==> src/rtl/ccp_pkg.sv <==
// Constants, types and register map of the capture/compare/PWM unit
package ccp_pkg;

    // ------------------------------------------------------------------
    // Register map
    // ------------------------------------------------------------------
    localparam logic [1:0] ADDR_CONTROL = 2'h0;
    localparam logic [1:0] ADDR_CAPSEL  = 2'h1;
    localparam logic [1:0] ADDR_LOW     = 2'h2;
    localparam logic [1:0] ADDR_HIGH    = 2'h3;

    localparam int CTRL_EN_BIT  = 7;
    localparam int CTRL_OUT_BIT = 5;
    localparam int CTRL_RSV_BIT = 6;
    localparam int CTRL_FMT_BIT = 4;
    localparam int CAPSEL_W     = 3;

    localparam logic [7:0] BYTE_RESET = 8'h00;
    localparam logic [3:0] MODE_RESET = 4'h0;

    // ------------------------------------------------------------------
    // Mode field
    // ------------------------------------------------------------------
    localparam logic [3:0] MODE_OFF           = 4'h0;
    localparam logic [3:0] MODE_CMP_TGL_CLR   = 4'h1;
    localparam logic [3:0] MODE_CMP_TGL       = 4'h2;
    localparam logic [3:0] MODE_CAP_EVERY     = 4'h3;
    localparam logic [3:0] MODE_CAP_FALL      = 4'h4;
    localparam logic [3:0] MODE_CAP_RISE      = 4'h5;
    localparam logic [3:0] MODE_CAP_RISE4     = 4'h6;
    localparam logic [3:0] MODE_CAP_RISE16    = 4'h7;
    localparam logic [3:0] MODE_CMP_SET       = 4'h8;
    localparam logic [3:0] MODE_CMP_CLEAR     = 4'h9;
    localparam logic [3:0] MODE_CMP_PULSE     = 4'ha;
    localparam logic [3:0] MODE_CMP_PULSE_CLR = 4'hb;
    localparam logic [3:0] MODE_RSVD_FIRST    = 4'hc;
    localparam logic [3:0] MODE_PWM           = 4'hf;

    // ------------------------------------------------------------------
    // Counters
    // ------------------------------------------------------------------
    localparam logic [3:0] PRESCALE_4_LAST  = 4'h3;
    localparam logic [3:0] PRESCALE_16_LAST = 4'hf;
    // Period timer steps once per four system clocks
    localparam logic [1:0] PHASE_LAST = 2'h3;

    typedef enum logic [1:0] {
        PULSE_IDLE = 2'b01,
        PULSE_HIGH = 2'b10
    } pulse_state_t;

endpackage

==> src/rtl/edge_sync.sv <==
// Two-stage input synchroniser with rising and falling edge detect
`timescale 1ns/1ps
`default_nettype none
module edge_sync (
    // Clock and reset
    input  wire logic clk,
    input  wire logic reset_n,
    // Control and data
    input  wire logic run,
    input  wire logic data_in,
    // Edges
    output logic      rise,
    output logic      fall
);
    logic meta_q;
    logic sync_q;
    logic prev_q;
    logic meta_d;
    logic sync_d;
    logic prev_d;

    always_comb begin
        meta_d = run ? data_in : meta_q;
        sync_d = run ? meta_q  : sync_q;
        prev_d = run ? sync_q  : prev_q;
    end

    always_ff @(posedge clk or negedge reset_n) begin
        if (!reset_n) begin
            meta_q <= 1'b0;
            sync_q <= 1'b0;
            prev_q <= 1'b0;
        end else begin
            meta_q <= meta_d;
            sync_q <= sync_d;
            prev_q <= prev_d;
        end
    end

    assign rise = run && sync_q && !prev_q;
    assign fall = run && !sync_q && prev_q;
endmodule // edge_sync
`default_nettype wire

==> src/rtl/capture_compare_pwm_unit.sv <==
// Capture/compare/PWM unit with byte-wide register port
//
// Chosen here: the register addresses and the plain strobed port.
`timescale 1ns/1ps
`default_nettype none
module capture_compare_pwm_unit (
    // Clock and reset
    input  wire logic        clk,
    input  wire logic        reset_n,
    // Register port
    input  wire logic [1:0]  reg_addr,
    input  wire logic [7:0]  reg_wdata,
    input  wire logic        reg_write,
    input  wire logic        reg_read,
    output logic      [7:0]  reg_rdata_q,
    // Power state
    input  wire logic        sleep,
    // Timers
    input  wire logic [15:0] sixteen_bit_timer,
    output logic             timer_clear_q,
    input  wire logic [7:0]  period_limit,
    output logic      [7:0]  period_timer_q,
    // Capture sources
    input  wire logic        remapped_input_pin,
    input  wire logic        comparator_one_output,
    input  wire logic        comparator_two_output,
    input  wire logic        pin_change_event,
    input  wire logic [3:0]  logic_cell_output,
    // Output pin
    output logic             ccp_pin_out_q,
    output logic             ccp_pin_oe_q,
    // Events
    output logic             unit_interrupt_flag_q,
    input  wire logic        adc_trigger_selected,
    output logic             adc_trigger_q
);
    // ------------------------------------------------------------------
    // State
    // ------------------------------------------------------------------
    logic                  ctrl_en_q, ctrl_en_d;
    logic                  pulse_width_alignment_q, pulse_width_alignment_d;
    logic [3:0]            mode_q, mode_d;
    logic [ccp_pkg::CAPSEL_W-1:0] capsel_q, capsel_d;
    logic [7:0]            match_value_low_q, match_value_low_d;
    logic [7:0]            match_value_high_q, match_value_high_d;
    logic [3:0]            prescale_q, prescale_d;
    logic [1:0]            phase_q, phase_d;
    logic [7:0]            period_timer_d;
    logic [9:0]            duty_buf_q, duty_buf_d;
    logic                  match_prev_q, match_prev_d;
    ccp_pkg::pulse_state_t pulse_q, pulse_d;
    logic                  out_d, oe_d, event_d, adc_d, tclr_d;
    logic [7:0]            rdata_d;

    // ------------------------------------------------------------------
    // Decode
    // ------------------------------------------------------------------
    logic       run, active, is_capture, is_pwm, is_compare;
    logic       cap_rise, cap_fall, cap_edge, cmp_level, cmp_hit;
    logic       step, wrap, hw_event;
    logic [7:0] cap_sources;
    logic [9:0] duty, timebase, timebase_next;

    assign run = !sleep;
    assign active = ctrl_en_q && (mode_q != ccp_pkg::MODE_OFF);
    assign is_capture = active && (mode_q >= ccp_pkg::MODE_CAP_EVERY)
                        && (mode_q <= ccp_pkg::MODE_CAP_RISE16);
    assign is_pwm = active && (mode_q == ccp_pkg::MODE_PWM);
    // Reserved codes leave the unit idle
    assign is_compare = active && !is_capture && !is_pwm
                        && (mode_q < ccp_pkg::MODE_RSVD_FIRST);

    assign cap_sources = {logic_cell_output, pin_change_event,
                          comparator_two_output, comparator_one_output,
                          remapped_input_pin};

    edge_sync u_edge_sync (
        .clk     (clk),
        .reset_n (reset_n),
        .run     (run),
        .data_in (cap_sources[capsel_q]),
        .rise    (cap_rise),
        .fall    (cap_fall)
    );

    always_comb begin
        cap_edge = 1'b0;
        if (is_capture) begin
            case (mode_q)
                ccp_pkg::MODE_CAP_EVERY:  cap_edge = cap_rise || cap_fall;
                ccp_pkg::MODE_CAP_FALL:   cap_edge = cap_fall;
                ccp_pkg::MODE_CAP_RISE:   cap_edge = cap_rise;
                ccp_pkg::MODE_CAP_RISE4:  cap_edge = cap_rise
                    && (prescale_q == ccp_pkg::PRESCALE_4_LAST);
                ccp_pkg::MODE_CAP_RISE16: cap_edge = cap_rise
                    && (prescale_q == ccp_pkg::PRESCALE_16_LAST);
                default:                  cap_edge = 1'b0;
            endcase
        end
    end

    assign cmp_level = is_compare && (sixteen_bit_timer
                       == {match_value_high_q, match_value_low_q});
    // Act on the first cycle of a match only, so a slow timer
    // holding the value does not toggle repeatedly
    assign cmp_hit = cmp_level && !match_prev_q;

    assign duty = pulse_width_alignment_q
                ? {match_value_high_q, match_value_low_q[7:6]}
                : {match_value_high_q[1:0], match_value_low_q};
    // time base from timer and clock phase
    assign timebase = {period_timer_q, phase_q};
    assign timebase_next = 10'(timebase + 10'h001);
    assign step = is_pwm && (phase_q == ccp_pkg::PHASE_LAST);
    assign wrap = step && (period_timer_q == period_limit);
    assign hw_event = cap_edge || cmp_hit || wrap;

    // ------------------------------------------------------------------
    // Next state
    // ------------------------------------------------------------------
    always_comb begin
        ctrl_en_d               = ctrl_en_q;
        pulse_width_alignment_d = pulse_width_alignment_q;
        mode_d                  = mode_q;
        capsel_d                = capsel_q;
        match_value_low_d       = match_value_low_q;
        match_value_high_d      = match_value_high_q;
        prescale_d              = prescale_q;
        phase_d                 = phase_q;
        period_timer_d          = period_timer_q;
        duty_buf_d              = duty_buf_q;
        match_prev_d            = match_prev_q;
        pulse_d                 = pulse_q;
        out_d                   = ccp_pin_out_q;
        event_d                 = 1'b0;
        tclr_d                  = 1'b0;
        rdata_d                 = ccp_pkg::BYTE_RESET;

        // Software writes; hardware updates below win
        if (reg_write) begin
            if (reg_addr == ccp_pkg::ADDR_CONTROL) begin
                ctrl_en_d = reg_wdata[ccp_pkg::CTRL_EN_BIT];
                pulse_width_alignment_d = reg_wdata[ccp_pkg::CTRL_FMT_BIT];
                mode_d = reg_wdata[3:0];
            end else if (reg_addr == ccp_pkg::ADDR_CAPSEL) begin
                capsel_d = reg_wdata[ccp_pkg::CAPSEL_W-1:0];
            end else if (reg_addr == ccp_pkg::ADDR_LOW) begin
                match_value_low_d = reg_wdata;
            end else begin
                match_value_high_d = reg_wdata;
            end
        end

        if (run) begin
            if (!active) begin
                prescale_d     = ccp_pkg::MODE_RESET;
                phase_d        = ccp_pkg::PHASE_LAST - ccp_pkg::PHASE_LAST;
                period_timer_d = ccp_pkg::BYTE_RESET;
                match_prev_d   = 1'b0;
                pulse_d        = ccp_pkg::PULSE_IDLE;
                out_d          = 1'b0;
            end else begin
                if (cap_rise && (mode_q == ccp_pkg::MODE_CAP_RISE4
                    || mode_q == ccp_pkg::MODE_CAP_RISE16)) begin
                    prescale_d = cap_edge ? ccp_pkg::MODE_RESET
                               : 4'(prescale_q + 4'h1);
                end
                if (cap_edge) begin
                    match_value_low_d  = sixteen_bit_timer[7:0];
                    match_value_high_d = sixteen_bit_timer[15:8];
                end

                match_prev_d = cmp_level;
                if (pulse_q == ccp_pkg::PULSE_HIGH) begin
                    out_d   = 1'b0;
                    pulse_d = ccp_pkg::PULSE_IDLE;
                end
                if (cmp_hit) begin
                    case (mode_q)
                        ccp_pkg::MODE_CMP_SET:   out_d = 1'b1;
                        ccp_pkg::MODE_CMP_CLEAR: out_d = 1'b0;
                        ccp_pkg::MODE_CMP_PULSE,
                        ccp_pkg::MODE_CMP_PULSE_CLR: begin
                            out_d   = 1'b1;
                            pulse_d = ccp_pkg::PULSE_HIGH;
                        end
                        default: out_d = !ccp_pin_out_q;
                    endcase
                    tclr_d = (mode_q == ccp_pkg::MODE_CMP_TGL_CLR)
                          || (mode_q == ccp_pkg::MODE_CMP_PULSE_CLR);
                end

                if (is_pwm) begin
                    phase_d = 2'(phase_q + 2'h1);
                    // end of pulse; the pin is registered, so it is
                    // cleared one clock ahead to be low at the equal count
                    if (timebase == duty_buf_q
                        || timebase_next == duty_buf_q) begin
                        out_d = 1'b0;
                    end
                    if (wrap) begin
                        period_timer_d = ccp_pkg::BYTE_RESET;
                        duty_buf_d     = duty;
                        out_d          = (duty != 10'h000);
                    end else if (step) begin
                        period_timer_d = 8'(period_timer_q + 8'h01);
                    end
                end
                event_d = hw_event;
            end
        end

        adc_d = event_d && adc_trigger_selected;
        // driver on only for output modes
        oe_d = ctrl_en_q && (is_compare || is_pwm);

        if (reg_read) begin
            if (reg_addr == ccp_pkg::ADDR_CONTROL) begin
                rdata_d[ccp_pkg::CTRL_EN_BIT]  = ctrl_en_q;
                rdata_d[ccp_pkg::CTRL_OUT_BIT] = ccp_pin_out_q;
                rdata_d[ccp_pkg::CTRL_FMT_BIT] = pulse_width_alignment_q;
                rdata_d[3:0]                   = mode_q;
            end else if (reg_addr == ccp_pkg::ADDR_CAPSEL) begin
                rdata_d[ccp_pkg::CAPSEL_W-1:0] = capsel_q;
            end else if (reg_addr == ccp_pkg::ADDR_LOW) begin
                rdata_d = match_value_low_q;
            end else begin
                rdata_d = match_value_high_q;
            end
        end
    end

    // ------------------------------------------------------------------
    // Registers
    // ------------------------------------------------------------------
    // reset to defaults, pin as input
    always_ff @(posedge clk or negedge reset_n) begin
        if (!reset_n) begin
            ctrl_en_q               <= 1'b0;
            pulse_width_alignment_q <= 1'b0;
            mode_q                  <= ccp_pkg::MODE_RESET;
            capsel_q                <= '0;
            match_value_low_q       <= ccp_pkg::BYTE_RESET;
            match_value_high_q      <= ccp_pkg::BYTE_RESET;
            prescale_q              <= ccp_pkg::MODE_RESET;
            phase_q                 <= '0;
            period_timer_q          <= ccp_pkg::BYTE_RESET;
            duty_buf_q              <= '0;
            match_prev_q            <= 1'b0;
            pulse_q                 <= ccp_pkg::PULSE_IDLE;
            ccp_pin_out_q           <= 1'b0;
            ccp_pin_oe_q            <= 1'b0;
            unit_interrupt_flag_q   <= 1'b0;
            adc_trigger_q           <= 1'b0;
            timer_clear_q           <= 1'b0;
            reg_rdata_q             <= ccp_pkg::BYTE_RESET;
        end else begin
            ctrl_en_q               <= ctrl_en_d;
            pulse_width_alignment_q <= pulse_width_alignment_d;
            mode_q                  <= mode_d;
            capsel_q                <= capsel_d;
            match_value_low_q       <= match_value_low_d;
            match_value_high_q      <= match_value_high_d;
            prescale_q              <= prescale_d;
            phase_q                 <= phase_d;
            period_timer_q          <= period_timer_d;
            duty_buf_q              <= duty_buf_d;
            match_prev_q            <= match_prev_d;
            pulse_q                 <= pulse_d;
            ccp_pin_out_q           <= out_d;
            ccp_pin_oe_q            <= oe_d;
            unit_interrupt_flag_q   <= event_d;
            adc_trigger_q           <= adc_d;
            timer_clear_q           <= tclr_d;
            reg_rdata_q             <= rdata_d;
        end
    end
endmodule // capture_compare_pwm_unit
`default_nettype wire

==> config.mk <==
export PLATFORM = sky130hd
export DESIGN_NAME = capture_compare_pwm_unit
export DESIGN_NICKNAME = d
export VERILOG_FILES = /design/src/rtl/ccp_pkg.sv /design/src/rtl/edge_sync.sv /design/src/rtl/capture_compare_pwm_unit.sv
export SDC_FILE = /design/constraint.sdc
export NUM_CORES = 1
export LEC_CHECK = 0
export BUFFER_PORTS_ARGS = -buffer_cell sky130_fd_sc_hd__buf_4
export CAP_MARGIN = 20
export CORE_ASPECT_RATIO = 0.7
export CORE_MARGIN = 2
export CORE_UTILIZATION = 61
export CTS_CLUSTER_DIAMETER = 30
export DETAILED_ROUTE_END_ITERATION = 10
export MAX_ROUTING_LAYER = met4
export PLACE_DENSITY = 0.83
export SLEW_MARGIN = 10
export SYNTH_ARGS = -nofsm -noshare
export SYNTH_HDL_FRONTEND = slang
export SYNTH_SLANG_ARGS = --single-unit
export TNS_END_PERCENT = 5
==> constraint.sdc <==
create_clock -name clk -period 5 [get_ports clk]
set_input_delay 0 -clock clk [delete_from_list [all_inputs] [get_ports clk]]
set_output_delay 0 -clock clk [all_outputs]
set_load 0.02 [all_outputs]
==> run metrics, run 1 <==
Slew HR=42.7%; RSZ-0062 raised after global routing=no; fraction of layout cells with a size suffix above 1=22.6%; number of global-route vias before repair=3635; switching pwr=0.697 mW; Critical R2R Launch=mode_q[0]; Synth Register Bits=68; via count=between 3k and 4k; drt pass-1 iters=8; Pins Over Slew Limit=0; Fmax=between 300 and 400 MHz; Lkg Pwr=2.32 nW; CP max FO=34; Worst EP arrival=around 2.9 ns; most common cell after layout, fill and taps aside=buf_4; DRT Wirelength=around 11 mm; register-to-register setup slack=~2.4 ns; area delta synth->final=26.5%; Seq/Total Area, Yosys=a little over two fifths; clk_skew=0.0202 ns; GRT Overall Usage=between 30 and 40%; Tcrit/Tclk final=52.4%; Initial Util=64.2%; sequential power share=45.1%; Clock power frac=between 20% and 30%; Top Ports=about 70; mean number of vias per cell=~6; largest net degree at the start of global routing=between 60 and 70; switching share of power=36.8%; Distinct cells, synth=53; Combinational Power Share=30.8%; clock-pin slew on the worst setup and hold paths=approximately 0.09 ns; number of synthesized flops with an enable pin=0; drt wl/cell=approximately 19 µm; CTS tree=built; worst vdd ir=~0.24 mV; syn_area_per_cell=~10 µm²; minimum clock period=2.62 ns; top_reg_cell synth=dfrtp_1; dpl ws=approximately 2.6 ns; Setup violations, final=0; CP startpoint kind=register; Async SR Flop Fraction=between 90% and 100%; first-pass GRT wire length=between 15 and 20 mm; CTS Buf Count=9; worst reg-to-reg path cell count=5; Remaining DRCs=0; PnR worst setup slack=about 2.4 ns; Hold Crit Depth=3; Max Buffers Root-to-Sink=2; post-route setup TNS=0 ns; Final Cell Area=0.00514 mm²; CP endpoint kind=register; Internal Power=1.20 mW; outcome=completed; Hold Path Sink=u_edge_sync.meta_q; post-CTS setup buffer count=0; Die Y=between 70 and 80 µm; post-route ant nets=0; worst min path class=in2reg; Mapped Nets=459; die width=102 µm; initial antenna violation count=0; clk sink count=68; Clock H-tree levels=3; IO Port Bufs=between 60 and 70; final hold vios=0; commonest non-fill, non-tap cells in the layout=buf_4, dfrtp_1, nand2_1; DP Cell Count=541; # Max-Cap Violations=0; worst skew pair latency=~0.36 ns; Antenna Cells=0; power per cell area=between 300 and 400 mW/mm²; # rows=24; worst hold path startpoint=sleep; fillers=370; hpwl dp=approximately 7.0 mm; Util after Layout=81.2%; GR Overflow Total=0; placed inst area=0.00456 mm²; nets=about 550; reg-to-reg endpoint=match_value_low_q[2]; yosys warns=0; Setup Crit Path Kind=reg2reg; worst-margin pin slew=0.859 ns; full die area=approximately 0.0073 mm²; final std cells w/o fill=596; Final GP Congestion=roughly 0.89; Syn Inst Count=slightly above 400; initial drt markers=approximately 240; core area=~0.0063 mm²; CTS Root Cell=clkbuf_8; Critical Path RT=around 5.3 ns; Syn Std Cell Area=0.00407 mm²
[routing by layer]
| metal | part of all wire, % | track usage, % | wire length, µm |
|---|---|---|---|
| met1 | 40 | 43.1 | 4530 |
| met2 | 49 | 52.3 | 5520 |
| met3 | 8.0 | 8.67 | 905 |
| met4 | 3.2 | 14.6 | 361 |
| met5 | 0 | - | 0 |
[worst max-delay path, cell delays in order (launching register included)]
cell and delay, ns:
dfrtp_1 0.54, or3b_1 0.43, a211oi_1 0.29, o311a_4 0.44, o21ai_0 0.18, dlygate4sd3_1 0.61
[cells in the mapped netlist (5+ instances only)]
cell type / n / share of area, %
mux2i_1: 31 / 7.6
o21ai_0: 43 / 5.3
nand3_1: 11 / 1.4
dfrtp_1: 67 / 41
nor2_1: 18 / 1.7
a21oi_1: 11 / 1.4
clkbuf_1: 16 / 1.5
xnor2_1: 20 / 4.3
nor2b_1: 5 / 0.77
mux2_2: 14 / 3.9
nor4_1: 11 / 1.7
buf_2: 7 / 0.86
nand2_1: 44 / 4.1
mux4_2: 5 / 2.8
nand4_1: 5 / 0.77
xor2_1: 26 / 5.6
and2_1: 5 / 0.77
[flip-flops by register name (all words and copies together) (netlist names), 2 cells and up]
register	count
period_timer_q	8
prescale_q	4
reg_rdata_q	8
phase_q	2
capsel_q	3
match_value_low_q	8
pulse_q	2
duty_buf_q	10
mode_q	4
match_value_high_q	8
[how the worst max path moves through the flow]
stage | slack (ns) | startpoint | to
CTS | 2.48 | mode_q[0] | match_value_high_q[3]
global placement | 2.71 | prescale_q[0] | prescale_q[3]
detailed placement | 2.60 | mode_q[0] | prescale_q[3]
floorplan | 2.97 | prescale_q[0] | prescale_q[2]
finish | 2.38 | mode_q[0] | match_value_low_q[2]
global route | 2.22 | mode_q[0] | match_value_high_q[6]
[layout make-up]
cell class | count | area, µm² | area share (%)
Sequential cell | 68 | 1700 | 33.1
Tap cell | 91 | 114 | 2.21
Timing Repair Buffer | 107 | 901 | 17.5
Clock buffer | 10 | 128 | 2.48
Inverter | 4 | 15.0 | 0.292
Multi-Input combinational cell | 310 | 2220 | 43.1
Clock inverter | 6 | 65.1 | 1.26
[cells by family (layout without fill, tap and decap cells)]
logic type	Yosys count	after routing	synth area share, %
fa+ha+maj	3	3	0.923
xor+xnor	46	46	9.91
mux	50	50	14.3
flops	68	68	41.9
simple gates	133	133	17.6
buf+inv	30	127	3.54
compound gates	78	78	11.9
[metrics by stage]
| step | hold WS, ns | power (mW) |
|---|---|---|
| after floorplan | -0.296 | 1.12 |
| after global placement | 0.152 | 1.29 |
| after detailed placement | 0.159 | 1.31 |
| after CTS | 0.00612 | 1.84 |
| after global routing | 0.0478 | 1.97 |
| final | 0.0220 | 1.89 |
[power groups by stage]
stage               Clock (mW)  Combinational [mW]  Sequential (mW)
floorplan                    0               0.347            0.778
global placement             0               0.457            0.834
detailed placement           0               0.472            0.842
CTS                      0.452               0.556            0.833
global route             0.483               0.626            0.861
finish                   0.455               0.583            0.854
[what timing repair did]
| item | CTS | global route |
|---|---|---|
| endpoints found under the setup margin | 0 | 0 |
| hold buffers | 39 | 0 |
| hold endpoints to repair | 101 | 0 |
| resized for setup | 0 | 0 |
Note: power is estimated with default switching activity, not from simulation.
==> run 2: changes to the inputs <==
--- a/config.mk
+++ b/config.mk
@@ -5,15 +5,16 @@
 export SDC_FILE = /design/constraint.sdc
 export NUM_CORES = 1
 export LEC_CHECK = 0
+export ABC_AREA = 1
 export BUFFER_PORTS_ARGS = -buffer_cell sky130_fd_sc_hd__buf_4
 export CAP_MARGIN = 20
 export CORE_ASPECT_RATIO = 0.7
 export CORE_MARGIN = 2
-export CORE_UTILIZATION = 61
+export CORE_UTILIZATION = 57
 export CTS_CLUSTER_DIAMETER = 30
 export DETAILED_ROUTE_END_ITERATION = 10
 export MAX_ROUTING_LAYER = met4
-export PLACE_DENSITY = 0.83
+export PLACE_DENSITY = 0.77
 export SLEW_MARGIN = 10
 export SYNTH_ARGS = -nofsm -noshare
 export SYNTH_HDL_FRONTEND = slang
==> constraint.sdc (replaced) <==
create_clock -name clk -period 2.7 [get_ports clk]
set_input_delay 0 -clock clk [delete_from_list [all_inputs] [get_ports clk]]
set_output_delay 0 -clock clk [all_outputs]
set_load 0.02 [all_outputs]
==> run 2 against run 1 <==
Net effect:
- critical path depth increased by 4
- final cell count increased by 39%
- synthesized area increased by 6.6%
- final area increased by 7.5%
- register-to-register slack got worse by 2.1 ns
- combinational power increased by 51%
- sequential power increased by 53%
- clock power increased by 130%
- worst hold slack improved by 0.059 ns
- non-clock buffer count increased by 1
- utilization decreased by 5.6 points
==> run metrics, run 2 <==
outcome=completed; first-pass GRT wire length=just over 20 mm; worst skew pair latency=roughly 0.37 ns; CTS Buf Count=9; worst-margin pin slew=0.881 ns; hpwl dp=9.05 mm; Die Y=about 77 µm; Most common cell on crit path=nor2_1; # rows=26; drt wl/cell=between 15 and 20 µm; area delta synth->final=27.7%; minimum clock period=~2.4 ns; mean number of vias per cell=5.49; Clock H-tree levels=3; core area=~0.0073 mm²; Util after Layout=75.6%; Setup violations, final=0; CP Buf/Inv Count=1; met1 WL=around 5.7 mm; largest reg by FF count=duty_buf_q; critical-path cell list=nor2_1 -> a21oi_4 -> o21ai_1 -> nor2_1 -> nand3_1 -> nand2_1 -> nor2_1 -> nor3b_1 -> dlygate4sd3_1; max incr delay on CP=~0.56 ns; Seq/Total Area, Yosys=39.3%; Tcrit/Tclk final=88.6%; yosys warns=0; delay-heaviest family, CP=simple AND/OR/NAND/NOR gates; main combinational cell family by area after synthesis=simple AND/OR/NAND/NOR gates; top_reg_cell synth=dfrtp_1; Initial Util=roughly three fifths; met2 WL=about 5.6 mm; initial drt markers=~340; CP max stage cell=dlygate4sd3_1; nets=slightly below 800; IO Port Bufs=68; Setup Crit Path Kind=reg2reg; final std cells w/o fill=roughly 830; DRT Wirelength=12.5 mm; Pins Over Slew Limit=0; number of global-route vias before repair=~4.2k; Async SR Flop Fraction=between 90% and 100%; post-route ant nets=0; CTS tree=built; CTS Root Cell=clkbuf_8; Antenna Cells=0; commonest cells in the netlist=nand2_1, inv_1, dfrtp_1, o21ai_0, nor2_1; # Max-Cap Violations=0; full die area=between 0.008 and 0.009 mm²; Lkg Pwr=approximately 2.8 nW; worst hold slack=approximately 0.08 ns; commonest non-fill, non-tap cells in the layout=nand2_1, inv_1, buf_4; clk sink count=between 60 and 70; RSZ-0062 raised after global routing=no; via count=4560; number of synthesized flops with an enable pin=0; Worst EP arrival=2.70 ns; post-route setup TNS=0 ns; worst min path class=in2reg; Synth Register Bits=68; uppermost layer routed=met4; post-synthesis simple-gate area fraction=~30%; die width=roughly 110 µm; Final Cell Area=roughly 0.0055 mm²; DP Cell Count=approximately 800; drt pass-1 iters=6; GRT Overall Usage=roughly 33%; Syn Inst Count=~630; worst vdd ir=about 0.43 mV; Synth Area in Compound Gates=between 10% and 20%; most common cell after layout, fill and taps aside=nand2_1; initial antenna violation count=0; max reg flops=10; placed inst area=a little under 0.005 mm²; clk_skew=0.00899 ns; xor and xnor area share after synthesis=between 3 and 4%; routed length on met3=986 µm; Final GP Congestion=around 1.0; Fmax=roughly 420 MHz; count leader, synth=nand2_1; Max Buffers Root-to-Sink=2; Synth area leaders=dfrtp_1, nand2_1, inv_1; Syn Std Cell Area=roughly 0.0043 mm²; fraction of layout cells with a size suffix above 1=between 15 and 20%; CP endpoint kind=register; mux contribution to synthesized area=0.953%; power per cell area=587 mW/mm²; Top Ports=just under 70; largest net degree at the start of global routing=69; GR Overflow Total=0; area leader, netlist=dfrtp_1; CP startpoint kind=register; Distinct cells, synth=46; final hold vios=0; Critical Path RT=3.01 ns; Yosys top cell area share=between 30% and 40%; clock-pin slew on the worst setup and hold paths=0.08 ns; CP max FO=10; Slew HR=41.3%; adder-cell share of the synthesized area=less than 1%; syn_area_per_cell=about 7 µm²; Mapped Nets=approximately 680; Remaining DRCs=0
-- run 2: power by group --
group	internal, mW	leakage (nW)	switching (mW)
combinational	0.364	1.80	0.519
sequential	1.14	0.879	0.167
clock	0.619	0.116	0.442
-- run 2: through the flow --
stage	setup WS, ns	power, mW
global route	0.117	3.42
CTS	0.111	3.23
floorplan	0.912	1.81
detailed placement	0.678	2.11
global placement	0.716	2.08
finish	0.307	3.25
-- run 2: tightest hold or removal path, delay by kind of cell --
kind | cells | cell delay [ns]
and+or+nand+nor | 1 | 0.09
buffers and inverters | 1 | 0.07
AOI/OAI and AO/OA | 3 | 0.25
-- run 2: final cells by class --
type	instances	area, µm²
clock buffers	9	124
repair buffers	108	896
inverters	85	319
fillers	592	1790
clock inverters	7	123
multi-input cells	456	2240
well taps	98	123
flip-flops and latches	68	1700
-- run 2: what timing repair did --
| item | CTS | global route |
|---|---|---|
| hold buffers | 34 | 0 |
| endpoints found under the setup margin | 0 | 5 |
| setup buffers | 0 | 4 |
| gates resized for setup | 0 | 1 |
| endpoints found under the hold margin | 101 | 0 |
-- run 2: cells by family (layout without fill, tap and decap cells) --
logic type,after synthesis,in the layout
fa+ha+maj,3,3
compound gates,127,127
xor+xnor,16,16
buf+inv,102,209
mux,4,4
flops,68,68
simple gates,306,306
-- run 2: metal layers --
metal	GRT usage [%]	vias up
li1	-	2226
met1	46.7	2121
met2	47.5	197
met3	6.97	16
met4	8.97	0
met5	-	-
-- run 2: final timing paths --
kind	start	endpoint	slack (ns)	cells after the start
min	remapped_input_pin	u_edge_sync.meta_q	0.08	5
min reg2reg	match_prev_q	timer_clear_q	0.47	1
max reg2reg	mode_q[2]	adc_trigger_q	0.31	9
max	mode_q[2]	adc_trigger_q	0.31	9
min in group asynchronous	reset_n	match_value_high_q[4]	0.27	2
max in group asynchronous	reset_n	match_value_low_q[2]	1.83	2
==> run 3: changes to the inputs <==
--- a/config.mk
+++ b/config.mk
@@ -14,7 +14,7 @@
 export CTS_CLUSTER_DIAMETER = 30
 export DETAILED_ROUTE_END_ITERATION = 10
 export MAX_ROUTING_LAYER = met4
-export PLACE_DENSITY = 0.77
+export PLACE_DENSITY = 0.86
 export SLEW_MARGIN = 10
 export SYNTH_ARGS = -nofsm -noshare
 export SYNTH_HDL_FRONTEND = slang
==> run 3 against run 2 <==
Net effect:
- final cell count down 0.72%
- critical endpoint is now match_value_low_q[1]
- sequential cell count unchanged
- register-to-register slack worse by 0.02 ns
==> run metrics, run 3 (synthesized netlist as in run 2, its figures left out) <==
fraction of layout cells with a size suffix above 1=between 10 and 15%; outcome=completed; Setup Crit Path Kind=reg2reg; Hold Buf Count CTS=33; mean number of vias per cell=between 5 and 6; Combinational Power Share=28.8%; CP startpoint kind=register; max incr delay on CP=0.62 ns; post-CTS setup buffer count=0; clock-pin slew on the worst setup and hold paths=0.08 ns; worst min path class=in2reg; worst hold slack=about 0.0048 ns; Worst EP arrival=2.64 ns; Lkg Pwr=between 2 and 3 nW; # Max-Cap Violations=0; Max Buffers Root-to-Sink=2; CP max FO=34; drt wl/cell=about 15 µm; Critical R2R Launch=mode_q[1]; IO Port Bufs=just under 70; first-pass GRT wire length=between 20 and 25 mm; switching share of power=between 30% and 40%; Most common cell on crit path=nor2_1; # rows=26; CTS tree=built; Hold Path Sink=ctrl_en_q; delay-heaviest family, CP=buffers and inverters; worst-margin pin slew=between 0.8 and 0.9 ns; largest net degree at the start of global routing=~70; hpwl dp=between 8 and 9 mm; worst vdd ir=approximately 0.32 mV; register-to-register setup slack=about 0.3 ns; DRT Wirelength=12.2 mm; Clock power frac=~28%; sequential power share=between 40% and 50%; drt pass-1 iters=7; RSZ-0062 raised after global routing=no; minimum clock period=2.41 ns; worst reg-to-reg path cell count=9; Critical Path RT=2.93 ns; largest reg by FF count=duty_buf_q; Final Cell Area=between 0.005 and 0.006 mm²; power per cell area=~560 mW/mm²; commonest non-fill, non-tap cells in the layout=nand2_1, inv_1, buf_4; Remaining DRCs=0; clk sink count=68; CP endpoint kind=register; CTS Buf Count=9; Hold Crit Depth=3; via count=~4.5k; GR Overflow Total=0; Top Ports=69; final hold vios=0; CP max stage cell=dlygate4sd3_1; Tcrit/Tclk final=approximately nine tenths; area delta synth->final=25.4%; die width=108 µm; Initial Util=about three fifths; final std cells w/o fill=slightly above 800; most common cell after layout, fill and taps aside=nand2_1; number of global-route vias before repair=about 4.2k; full die area=0.00833 mm²; DP Cell Count=around 780; post-route ant nets=0; Pins Over Slew Limit=0; Setup violations, final=0; nets=around 770; worst skew pair latency=0.36 ns; max reg flops=10; critical-path cell list=nand2_1 -> inv_1 -> nor2_1 -> nor4_1 -> o2111ai_2 -> buf_4 -> nor2_1 -> a31oi_1 -> dlygate4sd3_1; reg-to-reg endpoint=match_value_low_q[1]; CP Buf/Inv Count=3; post-route setup TNS=0 ns; Tot Pwr=a little over 3 mW; clk_skew=0.0112 ns; Clock H-tree levels=3; Final GP Congestion=approximately 1; Internal Power=about 2 mW; initial drt markers=~430; Die Y=between 70 and 80 µm; Antenna Cells=0; placed inst area=0.00490 mm²; Fmax=~420 MHz; initial antenna violation count=0; CTS-repair resized insts=0; core area=approximately 0.0073 mm²; switching pwr=~1.1 mW; worst hold path startpoint=reg_wdata[7]; CTS Root Cell=clkbuf_8; GRT Overall Usage=32.2%; Slew HR=a little over two fifths
-- run 3: cell count changes in the layout (fill, tap and decap cells not counted), sizes merged --
| cell | change |
|---|---|
| dlygate4sd3 | -1 |
| clkbuf | +1 |
| bufinv | -2 |
| inv | -2 |
| buf | -5 |
| clkinv | +3 |
-- run 3: area by class of cell --
cell class                      count  area [µm²]
Tap cell                           98         123
Sequential cell                    68        1700
Timing Repair Buffer              102         848
Multi-Input combinational cell    456        2240
Fill cell                         567        1890
Clock buffer                       10         138
Inverter                           85         319
Clock inverter                      6        63.8
-- run 3: how the worst max path moves through the flow --
| stage | depth (start not counted) | slack (ns) | endpoint | startpoint |
|---|---|---|---|---|
| after floorplan | 10 | 0.91 | duty_buf_q[2] | period_timer_q[4] |
| after global placement | 9 | 0.85 | duty_buf_q[9] | mode_q[2] |
| after detailed placement | 11 | 0.72 | period_timer_q[5] | mode_q[2] |
| after CTS | 10 | 0.32 | adc_trigger_q | mode_q[1] |
| after global routing | 10 | 0.08 | adc_trigger_q | mode_q[1] |
| final | 9 | 0.29 | match_value_low_q[1] | mode_q[1] |
-- run 3: per-stage QoR --
stage | setup slack [ns] | util (%)
CTS | 0.318 | 74.2
detailed placement | 0.725 | 67.0
floorplan | 0.912 | -
global placement | 0.848 | 67.0
finish | 0.292 | 74.2
global route | 0.0761 | 74.2
-- run 3: per-layer routing --
layer / vias to the layer above / global-route usage (%) / wire (µm)
li1: 2205 / - / -
met1: 2074 / 43.7 / 5280
met2: 231 / 47.9 / 5460
met3: 39 / 8.50 / 1240
met4: 0 / 8.85 / 251
met5: - / - / 0
-- run 3: power groups by stage --
stage / sequential [mW] / clock [mW] / combinational, mW
6_report: 1.31 / 0.868 / 0.878
5_1_grt: 1.32 / 0.927 / 0.976
3_3_place_gp: 1.31 / 0 / 0.767
3_5_place_dp: 1.31 / 0 / 0.789
4_1_cts: 1.30 / 0.876 / 0.856
2_1_floorplan: 1.28 / 0 / 0.528
-- run 3: worst register-to-register path: cells and delay by family, from the launching register on --
family,cells,cell delay [ns]
AOI/OAI and AO/OA,2,0.24
buffers and inverters,3,0.99
DFF,1,0.47
and+or+nand+nor,4,0.60
